==> config.mk <==
export PLATFORM = sky130hd
export DESIGN_NAME = adcref_regs
export DESIGN_NICKNAME = d
export VERILOG_FILES = /design/src/common/adcref_pkg.sv /design/src/rtl/adcref_regs.sv /design/src/rtl/adcref_sync.sv /design/src/rtl/adcref_irq.sv
export SDC_FILE = /design/constraint.sdc
export NUM_CORES = 1
export LEC_CHECK = 0
export ABC_AREA = 0
export BUFFER_PORTS_ARGS = -buffer_cell sky130_fd_sc_hd__buf_2
export CAP_MARGIN = 40
export CORE_MARGIN = 2
export CORE_UTILIZATION = 47
export CTS_BUF_LIST = sky130_fd_sc_hd__clkbuf_16
export CTS_CLUSTER_SIZE = 8
export DETAILED_ROUTE_END_ITERATION = 12
export HOLD_SLACK_MARGIN = 0.12
export PLACE_DENSITY = 0.8
export SYNTH_ARGS = -nofsm -noshare
export SYNTH_HDL_FRONTEND = slang
export SYNTH_SLANG_ARGS = --single-unit
export TNS_END_PERCENT = 30
==> constraint.sdc <==
create_clock -name CLK_I -period 3.3 [get_ports CLK_I]
set_input_delay 0.99 -clock CLK_I [delete_from_list [all_inputs] [get_ports CLK_I]]
set_output_delay 0.99 -clock CLK_I [all_outputs]
set_load 0.02 [all_outputs]
==> src/common/adcref_pkg.sv <==
// adcref_pkg: register map, field layout and reset values of the reference/excitation bank
package adcref_pkg;
  // register offsets: printed offsets 0x05..0x07 are not all multiples of four,
  // so they are indices and the byte address is four times the index
  localparam logic [7:0] IDX_REF_CTRL = 8'h05;
  localparam logic [7:0] IDX_EXC_MAG = 8'h06;
  localparam logic [7:0] IDX_EXC_ROUTE = 8'h07;
  localparam logic [7:0] IDX_IRQ_STATUS = 8'h08;
  localparam logic [7:0] IDX_IRQ_MASK = 8'h09;
  localparam logic [7:0] IDX_MON_STATUS = 8'h0a;
  localparam logic [11:0] ADDR_REF_CTRL = 12'h014;
  localparam logic [11:0] ADDR_EXC_MAG = 12'h018;
  localparam logic [11:0] ADDR_EXC_ROUTE = 12'h01c;
  localparam logic [11:0] ADDR_IRQ_STATUS = 12'h020;
  localparam logic [11:0] ADDR_IRQ_MASK = 12'h024;
  localparam logic [11:0] ADDR_MON_STATUS = 12'h028;
  // reset values
  localparam logic [7:0] RST_REF_CTRL = 8'h10;
  localparam logic [7:0] RST_EXC_MAG = 8'h00;
  localparam logic [7:0] RST_EXC_ROUTE = 8'hff;
  localparam logic [3:0] RST_IRQ = 4'h0;
  // reference control fields
  localparam int F_REF_MON_HI = 7;
  localparam int F_REF_MON_LO = 6;
  localparam int F_POS_BYP = 5;
  localparam int F_NEG_BYP = 4;
  localparam int F_REF_SRC_HI = 3;
  localparam int F_REF_SRC_LO = 2;
  localparam int F_INT_PWR_HI = 1;
  localparam int F_INT_PWR_LO = 0;
  // excitation magnitude fields
  localparam int F_RAIL_EN = 7;
  localparam int F_LOW_SW = 6;
  localparam logic [7:0] EXC_MAG_WMASK = 8'hcf;
  localparam logic [3:0] MAG_MAX_CODE = 4'h8;
  // interrupt status bits
  localparam int IRQ_REF_LOW = 0;
  localparam int IRQ_REF_THIRD = 1;
  localparam int IRQ_RAIL = 2;
  localparam int IRQ_BAD_CODE = 3;
  localparam int IRQ_W = 4;
  // monitor modes
  typedef enum logic [1:0] {
    MON_OFF = 2'b00,
    MON_LOW = 2'b01,
    MON_LOW_THIRD = 2'b10,
    MON_LOW_PULL = 2'b11
  } adcref_mon_t;
  // reference source codes
  typedef enum logic [1:0] {
    SRC_EXT0 = 2'b00,
    SRC_EXT1 = 2'b01,
    SRC_INT = 2'b10,
    SRC_RSVD = 2'b11
  } adcref_src_t;
  // internal reference power codes
  typedef enum logic [1:0] {
    PWR_OFF = 2'b00,
    PWR_ON_PD_OFF = 2'b01,
    PWR_ALWAYS = 2'b10,
    PWR_RSVD = 2'b11
  } adcref_pwr_t;
endpackage

==> src/rtl/adcref_regs.sv <==
// adcref_regs: reference and excitation-current configuration bank, APB slave
// How it works
// - monitor field selects four monitor settings
// - bit5 bypasses positive buffer, reset enabled
// - bit4 bypasses negative buffer, reset bypassed
// - source field picks ext0, ext1, internal
// - power field: off, on, always on
// - bit7 enables amplifier rail monitor
// - bit6 closes low switch, opens in power-down
// - four-bit magnitude drives both sources
// - upper nibble routes second source
// - lower nibble routes first source
//
// Added by the designer: the APB interface to the registers.
module adcref_regs
  import adcref_pkg::*;
#(
  parameter int AW = 12
) (
  // clock and reset
  input wire logic CLK_I,
  input wire logic SRST_I,
  // apb slave
  input wire logic PSEL_I,
  input wire logic PENABLE_I,
  input wire logic PWRITE_I,
  input wire logic [AW-1:0] PADDR_I,
  input wire logic [31:0] PWDATA_I,
  input wire logic [3:0] PSTRB_I,
  output logic [31:0] PRDATA_O,
  output logic PREADY_O,
  output logic PSLVERR_O,
  // analog-side status pins
  input wire logic POWER_DOWN_I,
  input wire logic REF_LOW_FLAG_I,
  input wire logic REF_THIRD_FLAG_I,
  input wire logic RAIL_FLAG_I,
  // reference control outputs
  output logic [1:0] REF_MONITOR_CFG_O,
  output logic POS_REF_BUFFER_BYPASS_O,
  output logic NEG_REF_BUFFER_BYPASS_O,
  output logic [1:0] REF_SOURCE_SELECT_O,
  output logic INTERNAL_REF_ON_O,
  // excitation outputs
  output logic AMP_RAIL_MONITOR_ENABLE_O,
  output logic LOW_SIDE_SWITCH_O,
  output logic [3:0] EXCITATION_MAGNITUDE_CODE_O,
  output logic [3:0] FIRST_SOURCE_ROUTE_O,
  output logic [3:0] SECOND_SOURCE_ROUTE_O,
  // interrupt
  output logic IRQ_O
);
  logic [7:0] ref_ctrl;
  logic [7:0] exc_mag;
  logic [7:0] exc_route;
  logic [2:0] flags_sync;
  logic [2:0] flags_prev;
  logic [IRQ_W-1:0] irq_status;
  logic [IRQ_W-1:0] irq_mask;
  logic [IRQ_W-1:0] irq_event;
  logic [IRQ_W-1:0] irq_clear;
  logic pd_sync;
  logic [31:0] next_prdata;

  // register decode; zero wait states so pready is tied high
  wire apb_wr = PSEL_I & PENABLE_I & PWRITE_I;
  wire lane0 = PSTRB_I[0];
  wire hit_ref = PADDR_I == ADDR_REF_CTRL;
  wire hit_mag = PADDR_I == ADDR_EXC_MAG;
  wire hit_route = PADDR_I == ADDR_EXC_ROUTE;
  wire hit_stat = PADDR_I == ADDR_IRQ_STATUS;
  wire hit_mask = PADDR_I == ADDR_IRQ_MASK;
  wire hit_mon = PADDR_I == ADDR_MON_STATUS;
  wire hit_any = hit_ref | hit_mag | hit_route | hit_stat | hit_mask | hit_mon;
  wire wr_ref = apb_wr & lane0 & hit_ref;
  wire wr_mag = apb_wr & lane0 & hit_mag;
  wire wr_route = apb_wr & lane0 & hit_route;
  wire wr_mask = apb_wr & lane0 & hit_mask;
  wire wr_stat = apb_wr & lane0 & hit_stat;
  // codes 11 are reserved in source and power fields; 9..15 in magnitude
  wire bad_code = (wr_ref & ((PWDATA_I[F_REF_SRC_HI:F_REF_SRC_LO] == SRC_RSVD)
                  | (PWDATA_I[F_INT_PWR_HI:F_INT_PWR_LO] == PWR_RSVD)))
                  | (wr_mag & (PWDATA_I[3:0] > MAG_MAX_CODE));

  assign PREADY_O = 1'b1;
  // unmapped addresses answer with an error and no side effect
  assign PSLVERR_O = PSEL_I & PENABLE_I & ~hit_any;

  // configuration registers; reserved codes are stored as written and flagged
  always_ff @(posedge CLK_I) begin
    if (SRST_I) begin
      ref_ctrl <= RST_REF_CTRL;
      exc_mag <= RST_EXC_MAG;
      exc_route <= RST_EXC_ROUTE;
    end else begin
      if (wr_ref) begin
        ref_ctrl <= PWDATA_I[7:0];
      end
      if (wr_mag) begin
        exc_mag <= PWDATA_I[7:0] & EXC_MAG_WMASK;
      end
      if (wr_route) begin
        exc_route <= PWDATA_I[7:0];
      end
    end
  end

  // pin levels cross into this clock before use
  adcref_sync #(.W(4)) u_sync (
    .clk_i(CLK_I),
    .srst_i(SRST_I),
    .d_i({POWER_DOWN_I, RAIL_FLAG_I, REF_THIRD_FLAG_I, REF_LOW_FLAG_I}),
    .q_o({pd_sync, flags_sync})
  );

  // rising-edge detect of monitor flags
  always_ff @(posedge CLK_I) begin
    if (SRST_I) begin
      flags_prev <= 3'h0;
    end else begin
      flags_prev <= flags_sync;
    end
  end

  // flags only count when their monitor is enabled
  assign irq_event[IRQ_REF_LOW] = flags_sync[0] & ~flags_prev[0]
                                  & (ref_ctrl[7:6] != MON_OFF);
  assign irq_event[IRQ_REF_THIRD] = flags_sync[1] & ~flags_prev[1]
                                    & (ref_ctrl[7:6] == MON_LOW_THIRD);
  // rail events gated by the enable bit
  assign irq_event[IRQ_RAIL] = flags_sync[2] & ~flags_prev[2] & exc_mag[F_RAIL_EN];
  assign irq_event[IRQ_BAD_CODE] = bad_code;
  assign irq_clear = wr_stat ? PWDATA_I[IRQ_W-1:0] : '0;

  adcref_irq #(.W(IRQ_W)) u_irq (
    .clk_i(CLK_I),
    .srst_i(SRST_I),
    .event_i(irq_event),
    .clear_i(irq_clear),
    .mask_we_i(wr_mask),
    .mask_wdata_i(PWDATA_I[IRQ_W-1:0]),
    .status_o(irq_status),
    .mask_o(irq_mask),
    .irq_o(IRQ_O)
  );

  // read mux, upper bits read zero
  always_comb begin
    next_prdata = 32'h0;
    if (hit_ref) next_prdata[7:0] = ref_ctrl;
    if (hit_mag) next_prdata[7:0] = exc_mag;
    if (hit_route) next_prdata[7:0] = exc_route;
    if (hit_stat) next_prdata[IRQ_W-1:0] = irq_status;
    if (hit_mask) next_prdata[IRQ_W-1:0] = irq_mask;
    if (hit_mon) next_prdata[3:0] = {pd_sync, flags_sync};
  end

  // read data registered in the setup cycle, valid in access phase
  always_ff @(posedge CLK_I) begin
    if (SRST_I) begin
      PRDATA_O <= 32'h0;
    end else if (PSEL_I & ~PENABLE_I & ~PWRITE_I) begin
      PRDATA_O <= next_prdata;
    end
  end

  // field outputs straight from the flops, except internal ref on and low switch, gated by power-down
  // reference fields out
  assign REF_MONITOR_CFG_O = ref_ctrl[F_REF_MON_HI:F_REF_MON_LO];
  assign POS_REF_BUFFER_BYPASS_O = ref_ctrl[F_POS_BYP];
  assign NEG_REF_BUFFER_BYPASS_O = ref_ctrl[F_NEG_BYP];
  assign REF_SOURCE_SELECT_O = ref_ctrl[F_REF_SRC_HI:F_REF_SRC_LO];
  // mode 01 drops out in power-down, mode 10 stays on
  assign INTERNAL_REF_ON_O = (ref_ctrl[1:0] == PWR_ALWAYS)
                             | ((ref_ctrl[1:0] == PWR_ON_PD_OFF) & ~pd_sync);
  assign AMP_RAIL_MONITOR_ENABLE_O = exc_mag[F_RAIL_EN];
  assign LOW_SIDE_SWITCH_O = exc_mag[F_LOW_SW] & ~pd_sync;
  assign EXCITATION_MAGNITUDE_CODE_O = exc_mag[3:0];
  assign FIRST_SOURCE_ROUTE_O = exc_route[3:0];
  assign SECOND_SOURCE_ROUTE_O = exc_route[7:4];
endmodule // adcref_regs

==> src/rtl/adcref_sync.sv <==
// adcref_sync: two-flop synchroniser for a vector of pin levels
module adcref_sync
  import adcref_pkg::*;
#(
  parameter int W = 3
) (
  // clock and reset
  input wire logic clk_i,
  input wire logic srst_i,
  // levels
  input wire logic [W-1:0] d_i,
  output logic [W-1:0] q_o
);
  logic [W-1:0] stage1;

  // first stage read only by the second
  always_ff @(posedge clk_i) begin
    if (srst_i) begin
      stage1 <= '0;
      q_o <= '0;
    end else begin
      stage1 <= d_i;
      q_o <= stage1;
    end
  end
endmodule // adcref_sync

==> src/rtl/adcref_irq.sv <==
// adcref_irq: sticky event bits, write-one-to-clear, masked level interrupt
module adcref_irq
  import adcref_pkg::*;
#(
  parameter int W = IRQ_W
) (
  // clock and reset
  input wire logic clk_i,
  input wire logic srst_i,
  // events and software access
  input wire logic [W-1:0] event_i,
  input wire logic [W-1:0] clear_i,
  input wire logic mask_we_i,
  input wire logic [W-1:0] mask_wdata_i,
  // state
  output logic [W-1:0] status_o,
  output logic [W-1:0] mask_o,
  output logic irq_o
);
  logic [W-1:0] next_status;

  // set wins over a clear in the same cycle
  assign next_status = (status_o & ~clear_i) | event_i;

  // status and mask flops
  always_ff @(posedge clk_i) begin
    if (srst_i) begin
      status_o <= W'(RST_IRQ);
      mask_o <= W'(RST_IRQ);
    end else begin
      status_o <= next_status;
      if (mask_we_i) begin
        mask_o <= mask_wdata_i;
      end
    end
  end

  // level interrupt, mask bit set means enabled
  assign irq_o = |(status_o & mask_o);
endmodule // adcref_irq

Yosys cells after proc, flatten, opt, wreduce, memory -nomap -nowiden
Cells that the tools add are included.
Widths: inputs -> output; s select.
{"block": "totals", "register_bits": 49, "inputBits": 57}
{"block": "op_classes", "order_cmp": 1, "eq_ne": 11, "muxes": 7, "bitwise": 40, "reduce_logical": 2}
{"operator": "$eq 12x5->1 const B", "n": 3}
{"operator": "$eq 12x6->1 const B", "n": 3}
{"operator": "$mux 8", "n": 3}
{"operator": "$and 1x1->1", "n": 21}
{"operator": "$mux 4", "n": 4}
{"operator": "$and 4x4->4", "n": 2}
{"operator": "$eq 2x2->1 const B", "n": 4}
{"operator": "$or 1x1->1", "n": 8}
{"operator": "$not 1->1", "n": 7}
{"operator": "$gt 4x4->1 const B", "n": 1}
{"operator": "$not 4->4", "n": 1}
{"operator": "$or 4x4->4", "n": 1}
{"operator": "$reduce_or 4->1", "n": 1}
{"operator": "$eq 2x1->1 const B", "n": 1}
{"operator": "$reduce_bool 2->1", "n": 1}

Depth between registers and ports, before layout
{"block": "logic_depth", "ltp_word": 8, "depth_mapped": 7}

Cells and area by module
From an unflattened synthesis, not the netlist that was laid out.
{"block": "hier_totals", "cells_unflattened": 288, "hier_area_um2": 2547.4}
{"mod": "adcref_regs", "n_inst": 1, "cells_per_inst": 239, "area_per_inst_um2": 2026.9}
{"mod": "adcref_irq", "n_inst": 1, "cells_per_inst": 33, "area_per_inst_um2": 310.3}
{"mod": "adcref_sync", "n_inst": 1, "cells_per_inst": 16, "area_per_inst_um2": 210.2}

Worst setup path after synthesis
OpenSTA, ideal clock, no wires.
{"block": "synth_timing", "path_kind": "input -> output", "startpoint": "input port PADDR_I[3]", "endpoint": "output port PSLVERR_O", "arrival_ps": 2176, "t_required_ps": 2310, "setup_slack_ps": 134, "stages": 4, "n_path_buf": 2, "path_cell_list": "clkbuf_1 clkbuf_1 nand3_1 a41oi_1"}
{"block": "synth_via", "elab_chain_len": 8, "elab_cells_between_ends": 13}
{"element": "from (decl)", "line": "adcref_regs.sv:27", "text": "input wire logic [AW-1:0] PADDR_I,"}
{"element": "$eq 12x5->1, on equally long branches", "line": "adcref_regs.sv:68, adcref_regs.sv:69"}
{"element": "$or 1x1->1 (4 in series)", "line": "adcref_regs.sv:74", "text": "wire hit_any = hit_ref | hit_mag | hit_route | hit_stat | hit_mask | hit_mon;"}
{"element": "$or 1x1->1 *", "line": "adcref_regs.sv:74"}
{"element": "$not 1->1 *", "line": "adcref_regs.sv:87", "text": "assign PSLVERR_O = PSEL_I & PENABLE_I & ~hit_any;"}
{"element": "$and 1x1->1 *", "line": "adcref_regs.sv:87"}
{"element": "to (decl)", "line": "adcref_regs.sv:32", "text": "output logic PSLVERR_O,"}
Mark *: on every way between the ends. The rest lies on a longest branch, timed or not.

Worst setup path in the final report
{"block": "layout_timing", "startpoint": "input port PADDR_I[7]", "endpoint": "output port PSLVERR_O"}
Same word-level chain as after synthesis.

==> results_dict.tcl <==
set metrics [dict create \
    drtIter0Drc 180 \
    setup_viol 0 \
    fmax_mhz 317.3 \
    synth_top_cell_by_area "dfxtp_1" \
    max_slew.worst_pin.slew_ns 0.5988 \
    final_cell_mix "buf_2 (60), dfxtp_1 (49), nor2_1 (29)" \
    drc 0 \
    min_path_type "register to register" \
    port_buffers 60 \
    hpwl_um 4662 \
    yosysTopAreaCellShare_pct 38.28 \
    grt_usage_pct 20.73 \
    p_sw_uw 300.2 \
    cts_buffer_depth 2 \
    skew_ns 0.004912 \
    drive_above_1_share_pct 24.71 \
    clk_pin_slew_ns 0.06 \
    antenna_cells 0 \
    rsz0062_at_grt "false" \
    status "complete, no violations" \
    ys_types 44 \
    via_count 2240 \
    fin_util_pct 56.85 \
    cp-start-kind "input pin" \
    coreArea_um2 5172 \
    relSlewSlack_pct 59.86 \
    peakVddDrop_uv 295.5 \
    fp-row-count 26 \
    clock_power_share_pct 44.0 \
    fillCellCount 467 \
    swShare_pct 23.37 \
    htree_num_levels 2 \
    grt_start_max_net_pins 30 \
    hold_viol 0 \
    grt_pass1_vias 2093 \
    finalSetupTns_ns 0 \
    holdWs_ns 0.4367 \
    cts_setup_buffers 0 \
    synthTopCellsByArea "dfxtp_1 (38%), buf_4 (10%), mux2i_1 (7.0%)" \
    syn_inst 288 \
    io_pins 113 \
    finalCritPeriodShare_pct 95.50 \
    cts_resized 0 \
    crit_path_end_kind "output pin" \
    grt-ovfl-total 0 \
    synth_seq_cells 49 \
    power.leakage_uw 0.001219 \
    p_per_area_nw_per_um2 436.8 \
    worstPathMaxFanout 6 \
    routed_wirelength_um 6255 \
    grt_pass1_wl_um 9949 \
    globalplace.congestion 0.9609 \
    maxCapViolations 0 \
    synth_area_um2 2562 \
    critPathArrivalTime_ns 2.16 \
    cts-buffers-inserted 5 \
    insertion_delay_ns 0.29 \
    area_growth_pct 14.75 \
    start_util_pct 49.54 \
    antenna_found_initial 0 \
    critical_path_class "input pin to output pin" \
    tritoncts "yes" \
    die_h_um 77.84 \
    postRouteAntennaNets 0 \
    ctsHoldBuffers 0 \
    avgViaCountPerCell 5.463 \
    min_period_ns 3.151 \
    die-area_um2 6058 \
    ys_seq_area_share_pct 38.28 \
    required_ns 2.31 \
    slew_viol_final 0 \
    seqPwrFrac_pct 46.8 \
    final_nets 396 \
    dr.pass1.iters 4 \
    mostFrequentLayoutCell "buf_2" \
    syn_area_per_cell_um2 8.897 \
    internal_power_uw 984.3 \
    p_comb_share_pct 9.2 \
    wire_per_inst_um 15.26 \
    root_buffer "clkbuf_16" \
    clock_sinks 49 \
    die_w_um 77.84 \
    yosys_warnings 0 \
]
## routing by layer
metal	up-vias	track usage [%]	share of wire, %	routed length [um]
li1	1066	-	-	-
met3	23	4.651	8.5	533
met2	113	33.19	46	2866
met1	1038	26.82	42	2640
met5	-	0	0	0
met4	0	8.571	3.4	214
## layout make-up
type	count	area [um^2]	area share, %
clock buffers	5	125.1	4.255
multi-input cells	212	1345	45.74
repair buffers	66	345.3	11.74
clock inverters	3	37.54	1.277
flip-flops and latches	49	980.9	33.36
inverters	5	18.77	0.6383
well taps	70	87.58	2.979
## synthesized netlist by cell type
library cell,instances
a31oi_1,4
a22oi_1,3
and2_1,5
nand2b_1,3
or4bb_1,1
o41ai_1,1
inv_1,5
nor3_2,1
or4b_4,1
or4_4,1
buf_4,34
nand4_1,2
nand3b_1,2
or4b_1,1
nand4b_1,1
a41oi_1,1
or2_2,1
nor2b_1,27
o21ai_1,3
nor4_4,2
a211o_1,9
o22ai_1,9
nor4b_1,2
o21ai_2,1
nor2_1,29
buf_6,1
dfxtp_1,49
nor3b_1,2
a22o_1,1
a32o_1,4
or3b_2,2
nand2_1,9
nor2_8,1
conb_1,2
a211oi_1,2
nand3_1,2
mux2_2,1
nor3_4,1
o21ai_0,12
a21oi_1,16
nor3_1,5
o211ai_1,1
mux2i_1,18
clkbuf_1,10
## per-stage QoR
stage	power, uW	worst slack (ns)	std cells	cell area [um^2]
after CTS	1285	0.1688	410	2940
final	1284	0.1485	410	2940
after floorplan	708.5	0.1341	311	2649
after detailed placement	730.6	0.1889	402	2778
after global placement	728.9	0.1930	402	2778
after global routing	1328	0.06143	410	2940
## worst paths after layout
path                                                    from                       end  slack (ns)  cells past startpoint
worst max-delay path                              PADDR_I[7]                 PSLVERR_O        0.15                      6
worst min-delay path             u_sync.stage1[1]$_SDFF_PP0_  u_sync.q_o[1]$_SDFF_PP0_        0.44                      1
worst max register to register  u_irq.status_o[0]$_SDFF_PP0_  PRDATA_O[0]$_SDFFE_PP0P_        2.11                      5
worst min register to register   u_sync.stage1[1]$_SDFF_PP0_  u_sync.q_o[1]$_SDFF_PP0_        0.44                      1
## kinds of logic after synthesis
family,Yosys count,share of synthesized area [%]
AO/OA/AOI/OAI,67,16.99
buffers and inverters,50,12.60
flip-flops,49,38.28
multiplexers,19,7.471
other,2,0.2931
AND/OR/NAND/NOR,101,24.36
## critical path: stages
cell	delay, ns
buf_2	0.13
nor2_1	0.30
nand3b_1	0.27
nand2_1	0.16
a41oi_1	0.12
buf_2	0.19
## power by group through the flow
stage	combinational [uW]	sequential, uW	clock (uW)
after floorplan	93.8	615	0
after global placement	115	614	0
after detailed placement	116	614	0
after CTS	117	601	567
after global routing	129	602	597
final	118	601	565
## flip-flops by register name (all words and copies together) (netlist names)
signal and flops:
PRDATA_O 8, exc_mag 6, exc_route 8, flags_prev 3
ref_ctrl 8, u_irq.mask_o 4, u_irq.status_o 4, u_sync.q_o 4
u_sync.stage1 4
Note: power is estimated with default switching activity, not from simulation.
